`config.mk`:
```
export PLATFORM = sky130hd
export DESIGN_NAME = mrs_top
export DESIGN_NICKNAME = d
export VERILOG_FILES = /design/src/common/mrs_pkg.sv /design/src/rtl/mrs_fifo.sv /design/src/rtl/mrs_top.sv
export SDC_FILE = /design/constraint.sdc
export NUM_CORES = 1
export LEC_CHECK = 0
export BUFFER_PORTS_ARGS = -buffer_cell sky130_fd_sc_hd__buf_2
export CAP_MARGIN = 20
export CORE_UTILIZATION = 60
export DETAILED_ROUTE_END_ITERATION = 12
export GPL_ROUTABILITY_DRIVEN = 0
export GPL_TIMING_DRIVEN = 0
export PLACE_DENSITY_LB_ADDON = 0.05
export SYNTH_ARGS = -nofsm -noshare
export SYNTH_HDL_FRONTEND = slang
export SYNTH_SLANG_ARGS = --single-unit
```
`constraint.sdc`:
```
create_clock -name sys_clk -period 5 [get_ports sys_clk]
set_input_delay 0.75 -clock sys_clk [delete_from_list [all_inputs] [get_ports sys_clk]]
set_output_delay 0.75 -clock sys_clk [all_outputs]
set_load 0.01 [all_outputs]
```
`src/common/mrs_pkg.sv`:
```
`default_nettype none

package mrs_pkg;

    // Clock and derived rates
    localparam int unsigned CLK_HZ = 20_000_000;
    localparam int unsigned SYM_HZ = 2400;
    localparam int unsigned TRN_HZ = 4800;
    localparam int unsigned RATE_HI_HZ = 14400;
    localparam int unsigned RATE_LO_HZ = 12000;
    localparam int unsigned SYM_DIV = CLK_HZ / SYM_HZ;
    localparam int unsigned TRN_DIV = CLK_HZ / TRN_HZ;
    localparam logic [13:0] HI_DIV = 14'(CLK_HZ / RATE_HI_HZ);
    localparam logic [13:0] LO_DIV = 14'(CLK_HZ / RATE_LO_HZ);

    // Retry and guard interval, default for the programmable ports
    localparam int unsigned GUARD_MS = 1200;
    localparam logic [24:0] GUARD_CYC = 25'(CLK_HZ / 1000 * GUARD_MS);
    localparam logic [24:0] SINCE_MAX = 25'h1ffffff;

    // Segment lengths in symbol intervals
    localparam logic [11:0] SEG1_SYM = 12'h100;
    localparam logic [11:0] SEG2_SYM = 12'hba0;
    localparam logic [11:0] SEG3_SYM = 12'h040;
    localparam logic [11:0] SEG4_SYM = 12'h030;

    // Scrambler
    localparam int unsigned SCR_LEN = 23;
    localparam int unsigned TAP_A = 17;
    localparam int unsigned TAP_B = 22;
    // Bit 0 holds the newest scrambled bit
    localparam logic [22:0] SCR_INIT = 23'h2ecdd5;

    // Rate word layout
    localparam logic [15:0] RW_FIXED = 16'h8880;
    localparam int unsigned RW_B6 = 6;
    localparam int unsigned RW_B8 = 8;
    localparam int unsigned RW_B9 = 9;
    localparam int unsigned RW_B10 = 10;
    localparam int unsigned RW_B12 = 12;
    localparam int unsigned RW_B13 = 13;
    localparam int unsigned RW_B14 = 14;

    // Multiplexer
    localparam logic [3:0] MUX_CFG_1 = 4'h1;
    localparam logic [2:0] BITS_HI = 3'h6;
    localparam logic [2:0] BITS_LO = 3'h5;

    // Transmit timing source
    localparam logic [1:0] TXT_INT = 2'h0;
    localparam logic [1:0] TXT_EXT = 2'h1;
    localparam logic [1:0] TXT_LOOP = 2'h2;

    typedef enum logic [5:0] {
        ST_IDLE = 6'h01,
        ST_SEG1 = 6'h02,
        ST_EQ_TRAIN = 6'h04,
        ST_RATE = 6'h08,
        ST_ONES = 6'h10,
        ST_DATA = 6'h20
    } mrs_state_t;

endpackage

`default_nettype wire

```
`src/rtl/mrs_fifo.sv`:
```
`default_nettype none

// Depth must be a power of two
module mrs_fifo #(
    parameter int unsigned W = 1,
    parameter int unsigned D = 16
) (
    // Clock and reset
    input wire logic clk,
    input wire logic reset_n,
    // Flush
    input wire logic clear,
    // Fill side
    input wire logic in_valid,
    input wire logic [W-1:0] in_data,
    output logic in_ready,
    // Drain side
    output logic out_valid,
    output logic [W-1:0] out_data,
    input wire logic out_ready
);
    localparam int unsigned AW = $clog2(D);

    logic [W-1:0] mem_q [D];
    logic [AW:0] wr_q;
    logic [AW:0] rd_q;
    logic [AW:0] used;
    logic push;
    logic pop;

    assign used = wr_q - rd_q;
    assign in_ready = (used != (AW+1)'(D));
    assign out_valid = (used != '0);
    assign out_data = mem_q[rd_q[AW-1:0]];
    assign push = in_valid & in_ready;
    assign pop = out_valid & out_ready;

    always_ff @(posedge clk or negedge reset_n) begin
        if (!reset_n) begin
            wr_q <= '0;
            rd_q <= '0;
        end else if (clear) begin
            wr_q <= '0;
            rd_q <= '0;
        end else begin
            wr_q <= wr_q + (AW+1)'(push);
            rd_q <= rd_q + (AW+1)'(pop);
        end
    end

    // Storage needs no reset; the pointers guard it
    always_ff @(posedge clk) begin
        if (push) begin
            mem_q[wr_q[AW-1:0]] <= in_data;
        end
    end

endmodule

`default_nettype wire

```
`src/rtl/mrs_top.sv`:
```
// Functional notes
// RULE1 - Loss of equalization launches a local synchronizing sequence.
// RULE2 - Remote sync plus rate sequence may launch ours anytime, ignoring request-to-send.
// RULE3 - A change of rate or multiplexer configuration launches a sequence.
// RULE4 - No remote sync within the wait after our sequence: send again.
// RULE5 - Receive failure resends at highest common rate, unless sent within guard time.
// RULE6 - Unprovoked remote sync with good receive lock gets exactly one answer.
// RULE7 - Equalization-loss launches keep the previous multiplexer configuration.
// RULE8 - Multiplexer combines sub-channels into one aggregate stream for modulator bits.
// RULE9 - A sub-channel's earliest bit goes to its earliest modulator slot.
// RULE10 - Ready-for-sending is off on every port during synchronization.
// RULE11 - Port A rate selector acts in configuration 1 as without multiplexer.
// RULE12 - Port A local loop applies to all ports outside configuration 1.
// RULE13 - Test indicator per port, or on all ports together for whole test.
// RULE14 - Port buffer initialized on request-to-send rise, repositioned on overflow.
// RULE15 - Optionally also initialize port buffers whenever a sequence is sent.
// RULE16 - Buffer needed only for terminal timing, except the external timing port.
// RULE17 - Scrambled bit is input XOR own outputs 18 and 23 bits earlier.
// RULE18 - Scrambler register preset to fixed state before equalizer conditioning.
// RULE19 - Scrambler steps at 4800 Hz in segments 2, 3; data rate after.
// RULE20 - Scrambler input: ones in segments 2 and 4, rate word, then data.
// RULE21 - Descrambler output is received bit XOR received bits 18, 23 earlier.
// RULE22 - A resynchronizing receiver drops ready-for-sending and starts the sequence.
// RULE23 - Segment 1 lasts 256 symbol intervals.
// RULE24 - Segment 2 lasts 2976 symbol intervals.
// RULE25 - After 48-symbol segment 4, ready-for-sending on and user data scrambled.
// RULE26 - Retry wait and guard interval are programmable cycle counts.
// RULE27 - Port buffer overflow sets a sticky status bit.
`default_nettype none

module mrs_top
    import mrs_pkg::*;
#(
    parameter int unsigned NPORT = 6,
    parameter int unsigned SYM_DIV_P = SYM_DIV,
    parameter int unsigned TRN_DIV_P = TRN_DIV,
    parameter int unsigned BUF_DEPTH = 16
) (
    // Clock and reset
    input wire logic sys_clk,
    input wire logic reset_n,
    // Receiver events
    input wire logic eq_lost,
    input wire logic remote_sync_det,
    input wire logic rx_sync_ok,
    input wire logic rx_fail,
    input wire logic remote_cap_hi,
    // Rate and configuration
    input wire logic rate_hi_sw,
    input wire logic rate_sel_a_en,
    input wire logic rate_sel_a,
    input wire logic mux_en,
    input wire logic [3:0] mux_cfg_sw,
    input wire logic [24:0] cfg_retry_cycles,
    input wire logic [24:0] cfg_guard_cycles,
    input wire logic buf_init_on_sync,
    // Timing arrangement
    input wire logic [1:0] tx_timing_mode,
    input wire logic [2:0] ext_timing_port,
    input wire logic [NPORT-1:0] port_dte_timing,
    // Port circuits
    input wire logic [NPORT-1:0] port_rts,
    input wire logic [NPORT-1:0] port_txd,
    input wire logic [NPORT-1:0] port_txd_valid,
    output logic [NPORT-1:0] port_txd_ready,
    output logic [NPORT-1:0] port_cts,
    input wire logic loop_req_a,
    output logic [NPORT-1:0] port_loop,
    input wire logic [NPORT-1:0] test_port,
    input wire logic test_all,
    output logic [NPORT-1:0] port_test_ind,
    // Buffer status
    output logic [NPORT-1:0] buf_needed,
    output logic [NPORT-1:0] buf_ovf,
    input wire logic [NPORT-1:0] buf_ovf_clr,
    // Line side
    output mrs_state_t tx_segment,
    output logic tx_bit,
    output logic tx_bit_valid,
    output logic [3:0] active_cfg,
    output logic active_hi,
    input wire logic rx_bit,
    input wire logic rx_bit_valid,
    output logic rx_data,
    output logic rx_data_valid
);

    // Slot owners, one nibble per modulator bit, earliest slot lowest
    function automatic logic [23:0] slot_map(input logic hi, input logic [3:0] cfg);
        logic [23:0] m;
        m = 24'h000000;
        if (hi) begin
            unique case (cfg)
                4'h2: m = 24'h100000;
                4'h3: m = 24'h110000;
                4'h4: m = 24'h210000;
                4'h5: m = 24'h111000;
                4'h6: m = 24'h211000;
                4'h7: m = 24'h321000;
                4'h8: m = 24'h221100;
                4'h9: m = 24'h321100;
                4'ha: m = 24'h432100;
                4'hb: m = 24'h543210;
                default: m = 24'h000000;
            endcase
        end else begin
            unique case (cfg)
                4'h2: m = 24'h010000;
                4'h3: m = 24'h011000;
                4'h4: m = 24'h021000;
                4'h5: m = 24'h021100;
                4'h6: m = 24'h032100;
                4'h7: m = 24'h043210;
                default: m = 24'h000000;
            endcase
        end
        return m;
    endfunction

    function automatic logic [15:0] rate_word(input logic hi, input logic mux,
                                              input logic [3:0] cfg);
        logic [15:0] w;
        w = RW_FIXED;
        w[RW_B8] = 1'b1;
        w[RW_B9] = hi;
        w[RW_B14] = mux;
        if (mux) begin
            w[RW_B6] = cfg[3];
            w[RW_B10] = cfg[2];
            w[RW_B12] = cfg[1];
            w[RW_B13] = cfg[0];
        end
        return w;
    endfunction

    mrs_state_t state_q, state_d;
    logic [13:0] sym_cnt_q, trn_cnt_q, dat_cnt_q;
    logic sym_tick, trn_tick, dat_tick;
    logic [11:0] seg_cnt_q, seg_last;
    logic seg_done, tx_active;
    logic [24:0] since_q;
    logic initiated_q, pend_ans_q, chg_pend_q;
    logic [3:0] sel_cfg_q, act_cfg_q, cfg_sel;
    logic sel_hi_q, act_hi_q, sel_hi, cfg_changed;
    logic launch_cfg, launch_retry, launch_fail, launch_ans, launch_own, launch;
    logic [3:0] bit_idx_q;
    logic [2:0] slot_q, slot_last;
    logic [2:0] owner;
    logic [23:0] map;
    logic [15:0] rword;
    logic [SCR_LEN-1:0] scr_q, desc_q;
    logic scr_step, scr_in, scr_out, user_bit;
    logic tx_bit_q, tx_bit_valid_q, rx_data_q, rx_data_valid_q;
    logic [NPORT-1:0] rts_q, ovf_q, ovf_set, fifo_rdy, fifo_vld, fifo_dat, pop, clr;

    // Rate enables
    assign sym_tick = (sym_cnt_q == 14'(SYM_DIV_P - 1));
    assign trn_tick = (trn_cnt_q == 14'(TRN_DIV_P - 1));
    assign dat_tick = (dat_cnt_q == ((act_hi_q ? HI_DIV : LO_DIV) - 14'h0001));

    always_ff @(posedge sys_clk or negedge reset_n) begin
        if (!reset_n) begin
            sym_cnt_q <= 14'h0000;
            trn_cnt_q <= 14'h0000;
            dat_cnt_q <= 14'h0000;
        end else begin
            sym_cnt_q <= sym_tick ? 14'h0000 : sym_cnt_q + 14'h0001;
            trn_cnt_q <= trn_tick ? 14'h0000 : trn_cnt_q + 14'h0001;
            dat_cnt_q <= dat_tick ? 14'h0000 : dat_cnt_q + 14'h0001;
        end
    end

    // Effective selection; rate selector on port A only counts in configuration 1
    assign cfg_sel = mux_en ? mux_cfg_sw : MUX_CFG_1;
    assign sel_hi = (cfg_sel == MUX_CFG_1 && rate_sel_a_en) ? rate_sel_a : rate_hi_sw; // RULE11
    assign cfg_changed = (cfg_sel != sel_cfg_q) || (sel_hi != sel_hi_q);

    // Launch decisions; an answer never counts as our own initiation
    assign tx_active = (state_q == ST_SEG1) || (state_q == ST_EQ_TRAIN) ||
                       (state_q == ST_RATE) || (state_q == ST_ONES);
    assign launch_cfg = chg_pend_q || (state_q == ST_IDLE); // RULE3
    assign launch_retry = initiated_q && (since_q >= cfg_retry_cycles); // RULE4
    assign launch_fail = rx_fail && (since_q >= cfg_guard_cycles); // RULE5
    assign launch_ans = pend_ans_q && rx_sync_ok; // RULE6
    assign launch_own = eq_lost || launch_cfg || launch_retry || launch_fail; // RULE1
    assign launch = !tx_active && (launch_own || launch_ans); // RULE22

    always_ff @(posedge sys_clk or negedge reset_n) begin
        if (!reset_n) begin
            sel_cfg_q <= MUX_CFG_1;
            sel_hi_q <= 1'b0;
            chg_pend_q <= 1'b0;
            initiated_q <= 1'b0;
            pend_ans_q <= 1'b0;
            since_q <= SINCE_MAX;
        end else begin
            sel_cfg_q <= cfg_sel;
            sel_hi_q <= sel_hi;
            // A launch that takes the new selection has already served the change
            chg_pend_q <= (cfg_changed || chg_pend_q) && !(launch && !launch_fail && !eq_lost);
            // Remote sync while we await one is the expected reply
            if (launch && launch_own) begin
                initiated_q <= 1'b1;
            end else if (remote_sync_det) begin
                initiated_q <= 1'b0;
            end
            // Answer armed regardless of request-to-send
            pend_ans_q <= (remote_sync_det && !initiated_q) || (pend_ans_q && !launch); // RULE2
            if (tx_active || launch) begin
                since_q <= 25'h0000000; // RULE26
            end else if (since_q != SINCE_MAX) begin
                since_q <= since_q + 25'h0000001;
            end
        end
    end

    // Active rate and configuration for the next sequence
    always_ff @(posedge sys_clk or negedge reset_n) begin
        if (!reset_n) begin
            act_cfg_q <= MUX_CFG_1;
            act_hi_q <= 1'b0;
        end else if (launch) begin
            if (launch_fail) begin
                act_hi_q <= sel_hi && remote_cap_hi; // RULE5
            end else if (!eq_lost) begin // RULE7
                act_cfg_q <= cfg_sel;
                act_hi_q <= sel_hi;
            end
        end
    end

    // Segment sequencer
    assign seg_last = (state_q == ST_SEG1) ? SEG1_SYM - 12'h001 : // RULE23
                      (state_q == ST_EQ_TRAIN) ? SEG2_SYM - 12'h001 : // RULE24
                      (state_q == ST_RATE) ? SEG3_SYM - 12'h001 :
                      SEG4_SYM - 12'h001;
    assign seg_done = tx_active && sym_tick && (seg_cnt_q == seg_last);

    always_comb begin
        state_d = state_q;
        unique case (state_q)
            ST_IDLE: if (launch) state_d = ST_SEG1;
            ST_SEG1: if (seg_done) state_d = ST_EQ_TRAIN;
            ST_EQ_TRAIN: if (seg_done) state_d = ST_RATE;
            ST_RATE: if (seg_done) state_d = ST_ONES;
            ST_ONES: if (seg_done) state_d = ST_DATA; // RULE25
            ST_DATA: if (launch) state_d = ST_SEG1;
        endcase
    end

    always_ff @(posedge sys_clk or negedge reset_n) begin
        if (!reset_n) begin
            state_q <= ST_IDLE;
            seg_cnt_q <= 12'h000;
        end else begin
            state_q <= state_d;
            if (launch || seg_done) begin
                seg_cnt_q <= 12'h000;
            end else if (tx_active && sym_tick) begin
                seg_cnt_q <= seg_cnt_q + 12'h001;
            end
        end
    end

    // Aggregate multiplexer: slots filled in time order per sub-channel
    assign map = slot_map(act_hi_q, act_cfg_q); // RULE8
    assign slot_last = (act_hi_q ? BITS_HI : BITS_LO) - 3'h1;
    assign owner = map[{slot_q, 2'b00} +: 3]; // RULE9
    // An empty buffer sends a one rather than stalling the line
    assign user_bit = !buf_needed[owner] ? port_txd[owner] :
                      (fifo_vld[owner] ? fifo_dat[owner] : 1'b1);

    // Scrambler
    assign rword = rate_word(act_hi_q, mux_en, act_cfg_q);
    assign scr_step = ((state_q == ST_EQ_TRAIN || state_q == ST_RATE) && trn_tick) || // RULE19
                      ((state_q == ST_ONES || state_q == ST_DATA) && dat_tick);
    assign scr_in = (state_q == ST_DATA) ? user_bit : // RULE20
                    (state_q == ST_RATE) ? rword[bit_idx_q] : 1'b1;
    assign scr_out = scr_in ^ scr_q[TAP_A] ^ scr_q[TAP_B]; // RULE17

    always_ff @(posedge sys_clk or negedge reset_n) begin
        if (!reset_n) begin
            scr_q <= SCR_INIT;
            bit_idx_q <= 4'h0;
            slot_q <= 3'h0;
            tx_bit_q <= 1'b1;
            tx_bit_valid_q <= 1'b0;
        end else begin
            if (state_q == ST_SEG1 && seg_done) begin
                scr_q <= SCR_INIT; // RULE18
            end else if (scr_step) begin
                scr_q <= {scr_q[SCR_LEN-2:0], scr_out};
            end
            if (launch) begin
                bit_idx_q <= 4'h0;
            end else if (state_q == ST_RATE && trn_tick) begin
                bit_idx_q <= bit_idx_q + 4'h1;
            end
            if (state_q != ST_DATA) begin
                slot_q <= 3'h0;
            end else if (dat_tick) begin
                slot_q <= (slot_q == slot_last) ? 3'h0 : slot_q + 3'h1;
            end
            if (scr_step) begin
                tx_bit_q <= scr_out;
            end
            tx_bit_valid_q <= scr_step;
        end
    end

    // Descrambler, feed-forward only so a line error cannot persist
    always_ff @(posedge sys_clk or negedge reset_n) begin
        if (!reset_n) begin
            desc_q <= '0;
            rx_data_q <= 1'b0;
            rx_data_valid_q <= 1'b0;
        end else begin
            if (rx_bit_valid) begin
                desc_q <= {desc_q[SCR_LEN-2:0], rx_bit};
                rx_data_q <= rx_bit ^ desc_q[TAP_A] ^ desc_q[TAP_B]; // RULE21
            end
            rx_data_valid_q <= rx_bit_valid;
        end
    end

    // Port buffers
    for (genvar p = 0; p < NPORT; p++) begin : g_port
        assign buf_needed[p] = port_dte_timing[p] &&
            !(tx_timing_mode == TXT_EXT && ext_timing_port == 3'(p)); // RULE16
        assign pop[p] = (state_q == ST_DATA) && dat_tick && (owner == 3'(p)) && buf_needed[p];
        assign ovf_set[p] = buf_needed[p] && port_txd_valid[p] && !fifo_rdy[p];
        assign clr[p] = (port_rts[p] && !rts_q[p]) || ovf_set[p] || // RULE14
                        (buf_init_on_sync && launch); // RULE15
        assign port_txd_ready[p] = !buf_needed[p] || fifo_rdy[p];

        mrs_fifo #(
            .W(1),
            .D(BUF_DEPTH)
        ) u_buf (
            .clk(sys_clk),
            .reset_n(reset_n),
            .clear(clr[p]),
            .in_valid(port_txd_valid[p] && buf_needed[p]),
            .in_data(port_txd[p]),
            .in_ready(fifo_rdy[p]),
            .out_valid(fifo_vld[p]),
            .out_data(fifo_dat[p]),
            .out_ready(pop[p])
        );
    end

    always_ff @(posedge sys_clk or negedge reset_n) begin
        if (!reset_n) begin
            rts_q <= '0;
            ovf_q <= '0;
        end else begin
            rts_q <= port_rts;
            ovf_q <= ovf_set | (ovf_q & ~buf_ovf_clr); // RULE27
        end
    end

    // Port circuits
    assign port_cts = (state_q == ST_DATA) ? port_rts : '0; // RULE10
    assign port_loop = !loop_req_a ? '0 :
                       (act_cfg_q == MUX_CFG_1) ? NPORT'(1) : '1; // RULE12
    assign port_test_ind = test_port | {NPORT{test_all}}; // RULE13

    assign buf_ovf = ovf_q;
    assign tx_segment = state_q;
    assign tx_bit = tx_bit_q;
    assign tx_bit_valid = tx_bit_valid_q;
    assign active_cfg = act_cfg_q;
    assign active_hi = act_hi_q;
    assign rx_data = rx_data_q;
    assign rx_data_valid = rx_data_valid_q;
endmodule

`default_nettype wire

```
==> results of run 1 <==
critical path, stage by stage (launching register included):
cell and delay [ns]:
dfstp_2 0.58, ha_1 0.26, a21o_1 0.16, a21o_1 0.17
a211oi_1 0.43, o211ai_1 0.14, o21ai_0 0.38, nand3_1 0.22
o311ai_2 0.91, nand3_1 0.61, nor2_1 0.28
cells by family after synthesis:
logic type	after synthesis	share of synthesized area, %
and+or+nand+nor	671	18.57
DFF	323	49.19
buffers and inverters	188	4.285
AOI/OAI and AO/OA	155	5.857
xor gates and xnor gates	136	6.885
adders and majority gates	107	7.642
muxes	91	7.549
other	1	0.02141
state kept, by name, indices dropped and copies added (netlist names), 23 cells and up:
name / flops
g_port.u_buf.mem_q: 96
g_port.u_buf.rd_q: 30
g_port.u_buf.wr_q: 30
since_q: 25
desc_q: 23
scr_q: 23
through the flow:
stage               util [%]  instances
floorplan                  -       1672
global route           70.25       2290
CTS                    70.18       2286
global placement       65.51       2217
detailed placement     65.76       2220
finish                 70.25       2290
cell type report:
type	count	area, um^2
sequential	323	8617
fill	2217	8539
multi-input combinational	1161	8150
clock buffer	50	1005
timing repair buffer	166	890.9
inverter	142	533.0
tap	384	480.5
clock inverter	16	264.0
buffer	46	217.7
antenna	2	5.005
per-layer routing:
| layer | part of all wire [%] | up-vias | global-route usage (%) |
|---|---|---|---|
| met5 | 0 | - | 0 |
| met4 | 2.0 | 0 | 7.412 |
| met3 | 5.5 | 66 | 3.958 |
| met2 | 48 | 318 | 42.57 |
| met1 | 44 | 6202 | 34.54 |
| li1 | - | 6241 | - |
power breakdown:
| group | leakage, uW | total, uW | switching (uW) | internal (uW) |
|---|---|---|---|---|
| clock | 0.000612 | 2810 | 1040 | 1770 |
| sequential | 0.00375 | 3030 | 137 | 2890 |
| combinational | 0.00471 | 1150 | 687 | 458 |
placed cells by master (no fill, tap or decap), drive strengths merged, types with 18 or more instances in the layout:
cell type,count
a21o,18
mux2i,32
xnor2,70
and3,23
mux2,29
dfstp,43
nor3,56
nand2,103
nor2b,20
buf,184
nand3,84
dfrtp,184
inv,144
mux4,30
clkbuf,78
xor2,65
o21ai,39
a21oi,33
edfxtp,96
ha,107
nand4,29
nor2,250
nand2b,28
path summary, 6_finish.rpt:
kind                              startpoint  slack, ns                 endpoint
worst min register to register        tx_bit       0.46                   tx_bit
worst max register to register   since_q[18]       0.77  g_port[3].u_buf.wr_q[0]
worst min-delay path                 reset_n       0.15               buf_ovf[2]
max in group asynchronous            reset_n       3.63                scr_q[10]
worst max-delay path             since_q[18]       0.77  g_port[3].u_buf.wr_q[0]
min in group sys_clk            rx_bit_valid       0.36            rx_data_valid
==> metrics.md, run 1 <==
| Metric | Value |
|---|---|
| Antenna violations before repair | 3 |
| Max Cap Viol | 0 |
| Pins Over Slew Limit | 0 |
| Count leader, synth | nor2_1 |
| Fin Hold WS | 0.1527 ns |
| First-pass GRT wire length | 61730 um |
| Crit path DAT | approximately 4.7 ns |
| Via density | approximately 5.6 |
| Root buf cell | clkbuf_16 |
| Nets in the synthesized netlist | 1890 |
| Total track usage | roughly a quarter |
| Worst slew pin tran | 1.155 ns |
| Post-Route WL | 37280 um |
| Total CTS buffers | 36 |
| Final Setup Violations | 0 |
| Max VDD drop | around 0.31 mV |
| Chip width | about 170 um |
| Synth Area per Inst | 10.48 um^2 |
| Fraction of layout cells with a size suffix above 1 | 19.07% |
| Final Cell Area | 20160 um^2 |
| DR pass1 iterations | 5 |
| Share of the clock period used by the worst path | between 80% and 90% |
| Vias in the first global route | 12.63k |
| Post-synthesis sequential area ratio | 49.19% |
| Most common flop cell mapped by yosys | dfrtp_1 |
| # port buffers | 161 |
| Synth top area share | 26.28% |
| Area grow syn2layout | 15.10% |
| Post-synth EDFFs | 96 |
| Placed instance area | approximately 19000 um^2 |
| Clock transition at path regs | 0.06 ns |
| Core ar. | 28700 um^2 |
| Fmax | 236.2 MHz |
| Post-CTS Resized | 0 |
| WS Path Type | flop to flop |
| Crit start category | flop |
| Synth Warn # | 0 |
| CP Capture Type | flop |
| #FFs+latches synth | 323 |
| Setup WS pre-CTS | about 0.44 ns |
| CTS tree | yes |
| Top cells by area, synth | dfrtp_1, edfxtp_1, ha_1 |
| Setup WS post-layout | ~0.77 ns |
| Mapped cell area | 17520 um^2 |
| Period minus WS final | between 4 and 5 ns |
| Leading area contributor after synthesis | dfrtp_1 |
| Pwr Total | 6985 uW |
| Unrepaired setup endpoints after global routing | no |
| PwrDens | ~350 nW/um^2 |
| Htree depth | 2 |
| Antenna-violating nets left | 0 |
| Register-to-Register Path Depth | 10 |
| Hold Fails Final Rpt | 0 |
| CP Max Fanout | 10 |
| Hold Buf Count CTS | 0 |
| Max_slew headroom | 22.66% |
| Setup Skew | 0.009784 ns |
| Die area | 29880 um^2 |
| Data required, critical path | 5.41 ns |
| Row cnt | 62 |
| Total grt overflow | 0 |
| Worst min-delay path class | input pin to asynchronous set/reset pin |
| P_leak | 0.009072 uW |
| Sum of negative setup slack | 0 ns |
| Die H | 172.9 um |
| Clk buf depth | 3 |
| Post-CTS Setup Inserts | 0 |
| Status | complete, no violations |
| DR WL/cell | about 16 um |
| I/O pin count | 162 |
| Initial core utilization | 61.03% |
| Largest net degree at the start of global routing | 89 |
| Netlist cell types | 75 |
| Clk_lat worst skew | around 0.52 ns |
| Vias post-DR | about 13k |
| DRC viols | 0 |
| Nets | 2094 |
| Synth async-reset ratio | 70.28% |
| Post-detail-place hpwl | ~27000 um |
| Leading cell types by count after synthesis | nor2_1, dfrtp_1, inv_1 |
| Clock Sinks | 323 |
| Drt first-iter violations | 740 |
| Cell count after synthesis | roughly 1.7k |
No activity file was read; power rests on OpenSTA's default activity.
==> inputs of run 2 (changes only) <==
--- a/config.mk
+++ b/config.mk
@@ -7,7 +7,7 @@
 export LEC_CHECK = 0
 export BUFFER_PORTS_ARGS = -buffer_cell sky130_fd_sc_hd__buf_2
 export CAP_MARGIN = 20
-export CORE_UTILIZATION = 60
+export CORE_UTILIZATION = 54
 export DETAILED_ROUTE_END_ITERATION = 12
 export GPL_ROUTABILITY_DRIVEN = 0
 export GPL_TIMING_DRIVEN = 0
==> constraint.sdc (replaced) <==
create_clock -name sys_clk -period 3.6 [get_ports sys_clk]
set_input_delay 0.54 -clock sys_clk [delete_from_list [all_inputs] [get_ports sys_clk]]
set_output_delay 0.54 -clock sys_clk [all_outputs]
set_load 0.01 [all_outputs]
==> run 2 against run 1 <==
Compared with the run above: sequential share of layout area decreased by 0.56 points; global-route usage decreased by 1.9 points; worst setup slack got worse by 0.54 ns; design area increased by 1.3%; largest cell class unchanged; largest power group unchanged; highest routed layer unchanged.
==> metrics.md, run 2 (synthesized netlist as in run 1, its figures left out) <==
| Metric | Value |
|---|---|
| Nets | 2101 |
| Total CTS buffers | 37 |
| Max_slew headroom | approximately 43% |
| P_leak | 0.009216 uW |
| Fmax | 296.3 MHz |
| Pins Over Slew Limit | 0 |
| Final Setup Violations | 0 |
| Drt first-iter violations | 706 |
| Met2 Track Usage GR | 39.62% |
| Max Cap Viol | 0 |
| Buffers and inverters on the worst path | 2 |
| Total grt overflow | 0 |
| Placed instance area | between 15000 and 20000 um^2 |
| Crit start category | flop |
| Total track usage | between 20% and 30% |
| Critical register-to-register path startpoint | since_q[14] |
| Antenna violations before repair | 3 |
| GR peak layer | met2 |
| Initial core utilization | between 50% and 60% |
| CP Capture Type | flop |
| Number of fill cells | roughly 2.6k |
| First-pass GRT wire length | 62970 um |
| Final core utilization | between 60% and 70% |
| Max stage delay cell, worst path | dfstp_2 |
| DRC viols | 0 |
| Status | complete, no violations |
| Chip width | roughly 180 um |
| Pwr Total | just under 10000 uW |
| PwrDens | 484.7 nW/um^2 |
| Htree depth | 2 |
| Worst-path cell chain | ha_1, nand2_1, or4_1, o41ai_2, a21o_1, a31oi_1, nand3_1, o31a_1, buf_2, and2_0, buf_2, mux2_2 |
| Largest register FFs | 96 |
| Vias post-DR | 12.78k |
| CTS tree | yes |
| Die area | 33170 um^2 |
| Worst slew pin tran | 0.8452 ns |
| Top Family by Delay on Critical Path | simple AND/OR/NAND/NOR gates |
| Die H | about 180 um |
| Via density | 5.517 |
| Antenna-violating nets left | 0 |
| I/O pin count | approximately 160 |
| DR pass1 iterations | 5 |
| Post-detail-place hpwl | 27490 um |
| # port buffers | 161 |
| Root buf cell | clkbuf_16 |
| FF-to-FF setup slack | 0.22 ns |
| End of the critical path | active_cfg[1] |
| Combinational share of power | 16.6% |
| Met3 GRT Util | 3.233% |
| Crit path DAT | 3.78 ns |
| Setup Skew | 0.01796 ns |
| Vias in the first global route | 12.68k |
| Share of the clock period used by the worst path | 93.76% |
| Most common cell on crit path | buf_2 |
| Clk_lat worst skew | 0.52 ns |
| Core ar. | 31720 um^2 |
| Sequential fraction of design power | 42.4% |
| Row cnt | 65 |
| Clock network power share | between 40 and 50% |
| Clock transition at path regs | roughly 0.06 ns |
| Period minus WS final | 3.375 ns |
| Final Cell Area | 20430 um^2 |
| Highest-count cells in the layout ignoring fill and taps | nor2_1, dfrtp_1, buf_2 |
| Max VDD drop | 0.3557 mV |
| Worst Setup SP | since_q[14] |
| DR WL/cell | between 15 and 20 um |
| Post-Route WL | 37610 um |
| Register-to-Register Path Depth | 12 |
| Clk buf depth | 3 |
| Largest net degree at the start of global routing | 89 |
| Met1 GRT Util | a little under a third |
| Unrepaired setup endpoints after global routing | no |
| Worst min-delay path class | input pin to flop |
| Data required, critical path | 4.00 ns |
| CP Max Fanout | 10 |
| Most common cell after layout, fill and taps aside | nor2_1 |
| Area grow syn2layout | 16.63% |
| Crit path depth | 12 |
| Internal power | 7249 uW |
| Hold Fails Final Rpt | 0 |
| CP max stage delay | roughly 0.61 ns |
| Setup WS post-layout | 0.2247 ns |
| Setup WS pre-CTS | -0.7527 ns |
| WS Path Type | flop to flop |
| Psw | 2655 uW |
| Crit Reg-Reg Endpoint | active_cfg[1] |
| Sum of negative setup slack | 0 ns |
| Fraction of layout cells with a size suffix above 1 | 20.71% |
| Switching share of power | between 20% and 30% |
| Clock Sinks | around 320 |
==> run 2: worst register-to-register path, delay by kind of cell, from the launching register on <==
kind,cells,cell delay [ns]
simple gates,4,0.99
compound gates,4,0.79
flops,1,0.61
buf+inv,2,0.38
mux,1,0.34
fa+ha+maj,1,0.16
==> run 2: how the worst min path moves through the flow <==
| stage | slack (ns) | to | startpoint | cells after the start |
|---|---|---|---|---|
| floorplan | 0.24 | active_cfg[1] | reset_n | 0 |
| global placement | 0.46 | tx_bit | tx_bit | 2 |
| detailed placement | 0.47 | dat_cnt_q[13] | dat_cnt_q[13] | 1 |
| CTS | 0.12 | rx_data_valid | rx_bit_valid | 1 |
| global route | 0.12 | rx_data_valid | rx_bit_valid | 1 |
| finish | 0.14 | rx_data_valid | rx_bit_valid | 1 |
==> run 2: metal layers <==
metal  part of all wire, %  vias up
met5                     0        -
met1                    46     6187
li1                      -     6250
met3                   4.4       62
met4                   2.6        0
met2                    47      278
==> run 2: area by class of cell <==
| class | instances | area (um^2) | share of cell area [%] |
|---|---|---|---|
| Antenna cell | 2 | 5.005 | 0.02450 |
| Buffer | 46 | 220.2 | 1.078 |
| Clock inverter | 11 | 111.4 | 0.5450 |
| Clock buffer | 57 | 1261 | 6.173 |
| Timing Repair Buffer | 172 | 944.7 | 4.624 |
| Tap cell | 402 | 503.0 | 2.462 |
| Inverter | 142 | 533.0 | 2.609 |
| Sequential cell | 323 | 8617 | 42.18 |
| Multi-Input combinational cell | 1161 | 8235 | 40.31 |
==> run 2: repair_timing <==
item,CTS,global route
pin swaps,2,0
endpoints found under the setup margin,80,94
buffers inserted,6,0
hold buffers,1,0
hold endpoints to repair,45,0
resized for setup,6,14
==> run 2: power by group through the flow <==
stage	clock, uW	sequential [uW]	combinational, uW
2_1_floorplan	0	4230	1020
3_3_place_gp	0	4250	1550
3_5_place_dp	0	4260	1610
4_1_cts	4160	4190	1650
5_1_grt	4300	4230	1840
6_report	4060	4200	1650
==> run 2: metrics by stage <==
stage          hold slack (ns)  instances
2_1_floorplan           0.2444       1672
3_3_place_gp            0.4554       2235
3_5_place_dp            0.4679       2238
4_1_cts                 0.1228       2313
5_1_grt                 0.1241       2316
6_report                0.1430       2316
==> inputs of run 3 (changes only) <==
--- a/config.mk
+++ b/config.mk
@@ -7,11 +7,12 @@
 export LEC_CHECK = 0
 export BUFFER_PORTS_ARGS = -buffer_cell sky130_fd_sc_hd__buf_2
 export CAP_MARGIN = 20
-export CORE_UTILIZATION = 54
+export CORE_UTILIZATION = 55
 export DETAILED_ROUTE_END_ITERATION = 12
 export GPL_ROUTABILITY_DRIVEN = 0
 export GPL_TIMING_DRIVEN = 0
 export PLACE_DENSITY_LB_ADDON = 0.05
 export SYNTH_ARGS = -nofsm -noshare
 export SYNTH_HDL_FRONTEND = slang
+export SYNTH_HIERARCHICAL = 1
 export SYNTH_SLANG_ARGS = --single-unit
==> constraint.sdc (replaced) <==
create_clock -name sys_clk -period 3.6 [get_ports sys_clk]
set_input_delay 0.72 -clock sys_clk [delete_from_list [all_inputs] [get_ports sys_clk]]
set_output_delay 0.72 -clock sys_clk [all_outputs]
set_load 0.01 [all_outputs]
==> run 3 against run 2 <==
Compared with the run above: combinational power increased by 53%; worst hold slack improved by 0.13 ns; fmax decreased by 3.0%; highest routed layer unchanged; largest cell class is now multi-input gates.
==> metrics.md, run 3 <==
| Metric | Value |
|---|---|
| Htree depth | 2 |
| Netlist cell types | 83 |
| Register-to-Register Path Depth | 13 |
| Vias post-DR | ~15k |
| Status | complete, no violations |
| Synth Warn # | 6 |
| Final Setup Violations | 0 |
| Core ar. | 33870 um^2 |
| Simple-gate share of the synthesized area | 19.59% |
| WS Path Type | flop to output port |
| Synth Area in Compound Gates | 10.67% |
| CP max stage delay | 0.45 ns |
| Hold Fails Final Rpt | 0 |
| Antenna violations before repair | 0 |
| # port buffers | ~160 |
| Row cnt | 67 |
| Count leader, synth | dfrtp_1 |
| DR pass1 iterations | 7 |
| Post-synth EDFFs | 96 |
| Share of the clock period used by the worst path | 96.68% |
| Pwr Total | about 11000 uW |
| Leading area contributor after synthesis | dfrtp_1 |
| CTS tree | yes |
| DRC viols | 0 |
| CP Max Fanout | 10 |
| Top cells by area, synth | dfrtp_1, edfxtp_1, ha_1 |
| Pins Over Slew Limit | 0 |
| Antenna-violating nets left | 0 |
| Highest-count cells in the layout ignoring fill and taps | buf_2, dfrtp_1, nor2_1 |
| Nets | ~2.3k |
| Leading cell types by count after synthesis | dfrtp_1, nor2_1, inv_1 |
| #FFs+latches synth | 323 |
| Synth async-reset ratio | between 70 and 80% |
| Drt first-iter violations | 1088 |
| I/O pin count | between 150 and 200 |
| Total grt overflow | 0 |
| ANT cells | 0 |
| Worst min-delay path class | input pin to asynchronous set/reset pin |
| Clock transition at path regs | 0.06 ns |
| Fraction of layout cells with a size suffix above 1 | about a quarter |
| Die H | 188.4 um |
| PwrDens | 477.6 nW/um^2 |
| Total CTS buffers | 37 |
| Area grow syn2layout | 16.65% |
| Clock Sinks | approximately 320 |
| Mux contribution to synthesized area | 6.332% |
| Max VDD drop | 0.4820 mV |
| Chip width | 188.4 um |
| DR WL/cell | about 16 um |
| Post-Synth Adder-Cell Area | 7.007% |
| Multi-input combinational cell area | 9811 um^2 |
| Die area | ~35000 um^2 |
| CP Capture Type | output port |
| Post-synthesis sequential area ratio | 45.10% |
| Layout Cells excl Fill | 2564 |
| Most common flop cell mapped by yosys | dfrtp_1 |
| Worst-path cell chain | ha_1, and3b_1, or3_1, a211oi_2, buf_6, nand3_2, nand2b_1, buf_2 |
| Post-Route WL | 41810 um |
| Clk_lat worst skew | 0.54 ns |
| Nets in the synthesized netlist | about 2.1k |
| Synth top area share | between 20% and 30% |
| Crit start category | flop |
| Max stage delay cell, worst path | dfrtp_2 |
| Root buf cell | clkbuf_16 |
| Largest net degree at the start of global routing | 127 |
| Total track usage | 23.58% |
| Largest family of logic cells by synthesized area | simple AND/OR/NAND/NOR gates |
| Number of fill cells | between 2k and 3k |
| Initial core utilization | 56.42% |
| DP Cell Count | 2476 |
| Fmax | 287.3 MHz |
| Post-detail-place hpwl | 29940 um |
| Most common cell after layout, fill and taps aside | buf_2 |
| Crit path DAT | 2.76 ns |
| Synth Area per Inst | 10.24 um^2 |
| Max_slew headroom | 21.54% |
| First-pass GRT wire length | 68740 um |
| Mapped cell area | 19110 um^2 |
| Worst slew pin tran | 1.167 ns |
| Period minus WS final | approximately 3.5 ns |
| Cell count after synthesis | 1866 |
| P_leak | 0.009861 uW |
| Clk buf depth | 3 |
| Setup Skew | 0.02186 ns |
| Via density | 5.704 |
| Max Cap Viol | 0 |
| Xor and xnor area share after synthesis | 6.280% |
| Largest register FFs | 96 |
| Vias in the first global route | 14.09k |
| FF+latch area | 8637 um^2 |
| Data required, critical path | 2.88 ns |
-- run 3: cell count changes after synthesis, moves of 20 or more --
cell     delta
a31oi_1    +99
or3_1      +58
nor3_1     -46
buf_2      +20
nor2b_1    +35
inv_1      -28
nor2_1     -93
-- run 3: logic make-up after synthesis --
| family | count (synthesis) |
|---|---|
| muxes | 95 |
| xor gates and xnor gates | 137 |
| DFF | 323 |
| adders and majority gates | 107 |
| other | 1 |
| AOI/OAI and AO/OA | 303 |
| and+or+nand+nor | 693 |
| buffers and inverters | 207 |
-- run 3: worst paths after layout --
kind                                          from  slack [ns]                       to
min in group sys_clk                  rx_bit_valid        0.31            rx_data_valid
hold reg to reg                             tx_bit        0.47                   tx_bit
max in group asynchronous                  reset_n        2.25  g_port[5].u_buf/wr_q[0]
setup / recovery           g_port[4].u_buf/wr_q[1]        0.12        port_txd_ready[4]
setup reg to reg                       since_q[18]        0.13  g_port[2].u_buf/wr_q[1]
hold / removal                             reset_n        0.28               buf_ovf[0]
-- run 3: per-stage QoR --
| step | hold slack, ns | utilization (%) | setup slack, ns | setup TNS [ns] | cell area, um^2 |
|---|---|---|---|---|---|
| finish | 0.2767 | 65.81 | 0.1194 | 0 | 22290 |
| global route | 0.3017 | 65.81 | -0.02072 | -0.06426 | 22290 |
| CTS | 0.2871 | 64.55 | -0.05638 | -0.7755 | 21860 |
| detailed placement | 0.4599 | 60.56 | -1.009 | -58.54 | 20510 |
| global placement | 0.4474 | 60.45 | -2.201 | -488.19 | 20470 |
| floorplan | 0.4244 | - | 0.1042 | 0 | 19110 |
-- run 3: where the power goes --
part	leakage, uW	switching [uW]	internal [uW]
Sequential	0.00372	202	4030
Combinational	0.00552	1450	1080
Clock	0.000621	1530	2360
-- run 3: repair_timing --
item / in CTS / in global routing
resized for setup: 35 / 45
hold endpoints to repair: 0 / 0
buffers inserted: 2 / 30
hold buffers: 0 / 0
pin swaps: 5 / 12
setup endpoints to repair: 74 / 68
-- run 3: layer usage --
metal | share of wire [%] | track usage, % | routed length [um]
met5 | 0 | 0 | 0
met3 | 4.5 | 2.961 | 1871
met2 | 47 | 38.73 | 19640
met1 | 46 | 33.00 | 19440
met4 | 2.1 | 6.421 | 860
-- run 3: area by class of cell --
type                    instances  share of cell area, %
plain buffers                  74                  2.105
well taps                     448                  2.515
repair buffers                194                  4.861
clock inverters                10                 0.6568
multi-input cells            1336                  44.02
inverters                     121                  2.094
clock buffers                  58                  5.002
flip-flops and latches        323                  38.75
-- run 3: critical path, delay by kind of cell, from the launching register on --
| kind | cells | cell delay (ns) |
|---|---|---|
| flops | 1 | 0.45 |
| fa+ha+maj | 1 | 0.33 |
| buf+inv | 2 | 0.34 |
| simple gates | 4 | 0.77 |
| compound gates | 1 | 0.33 |
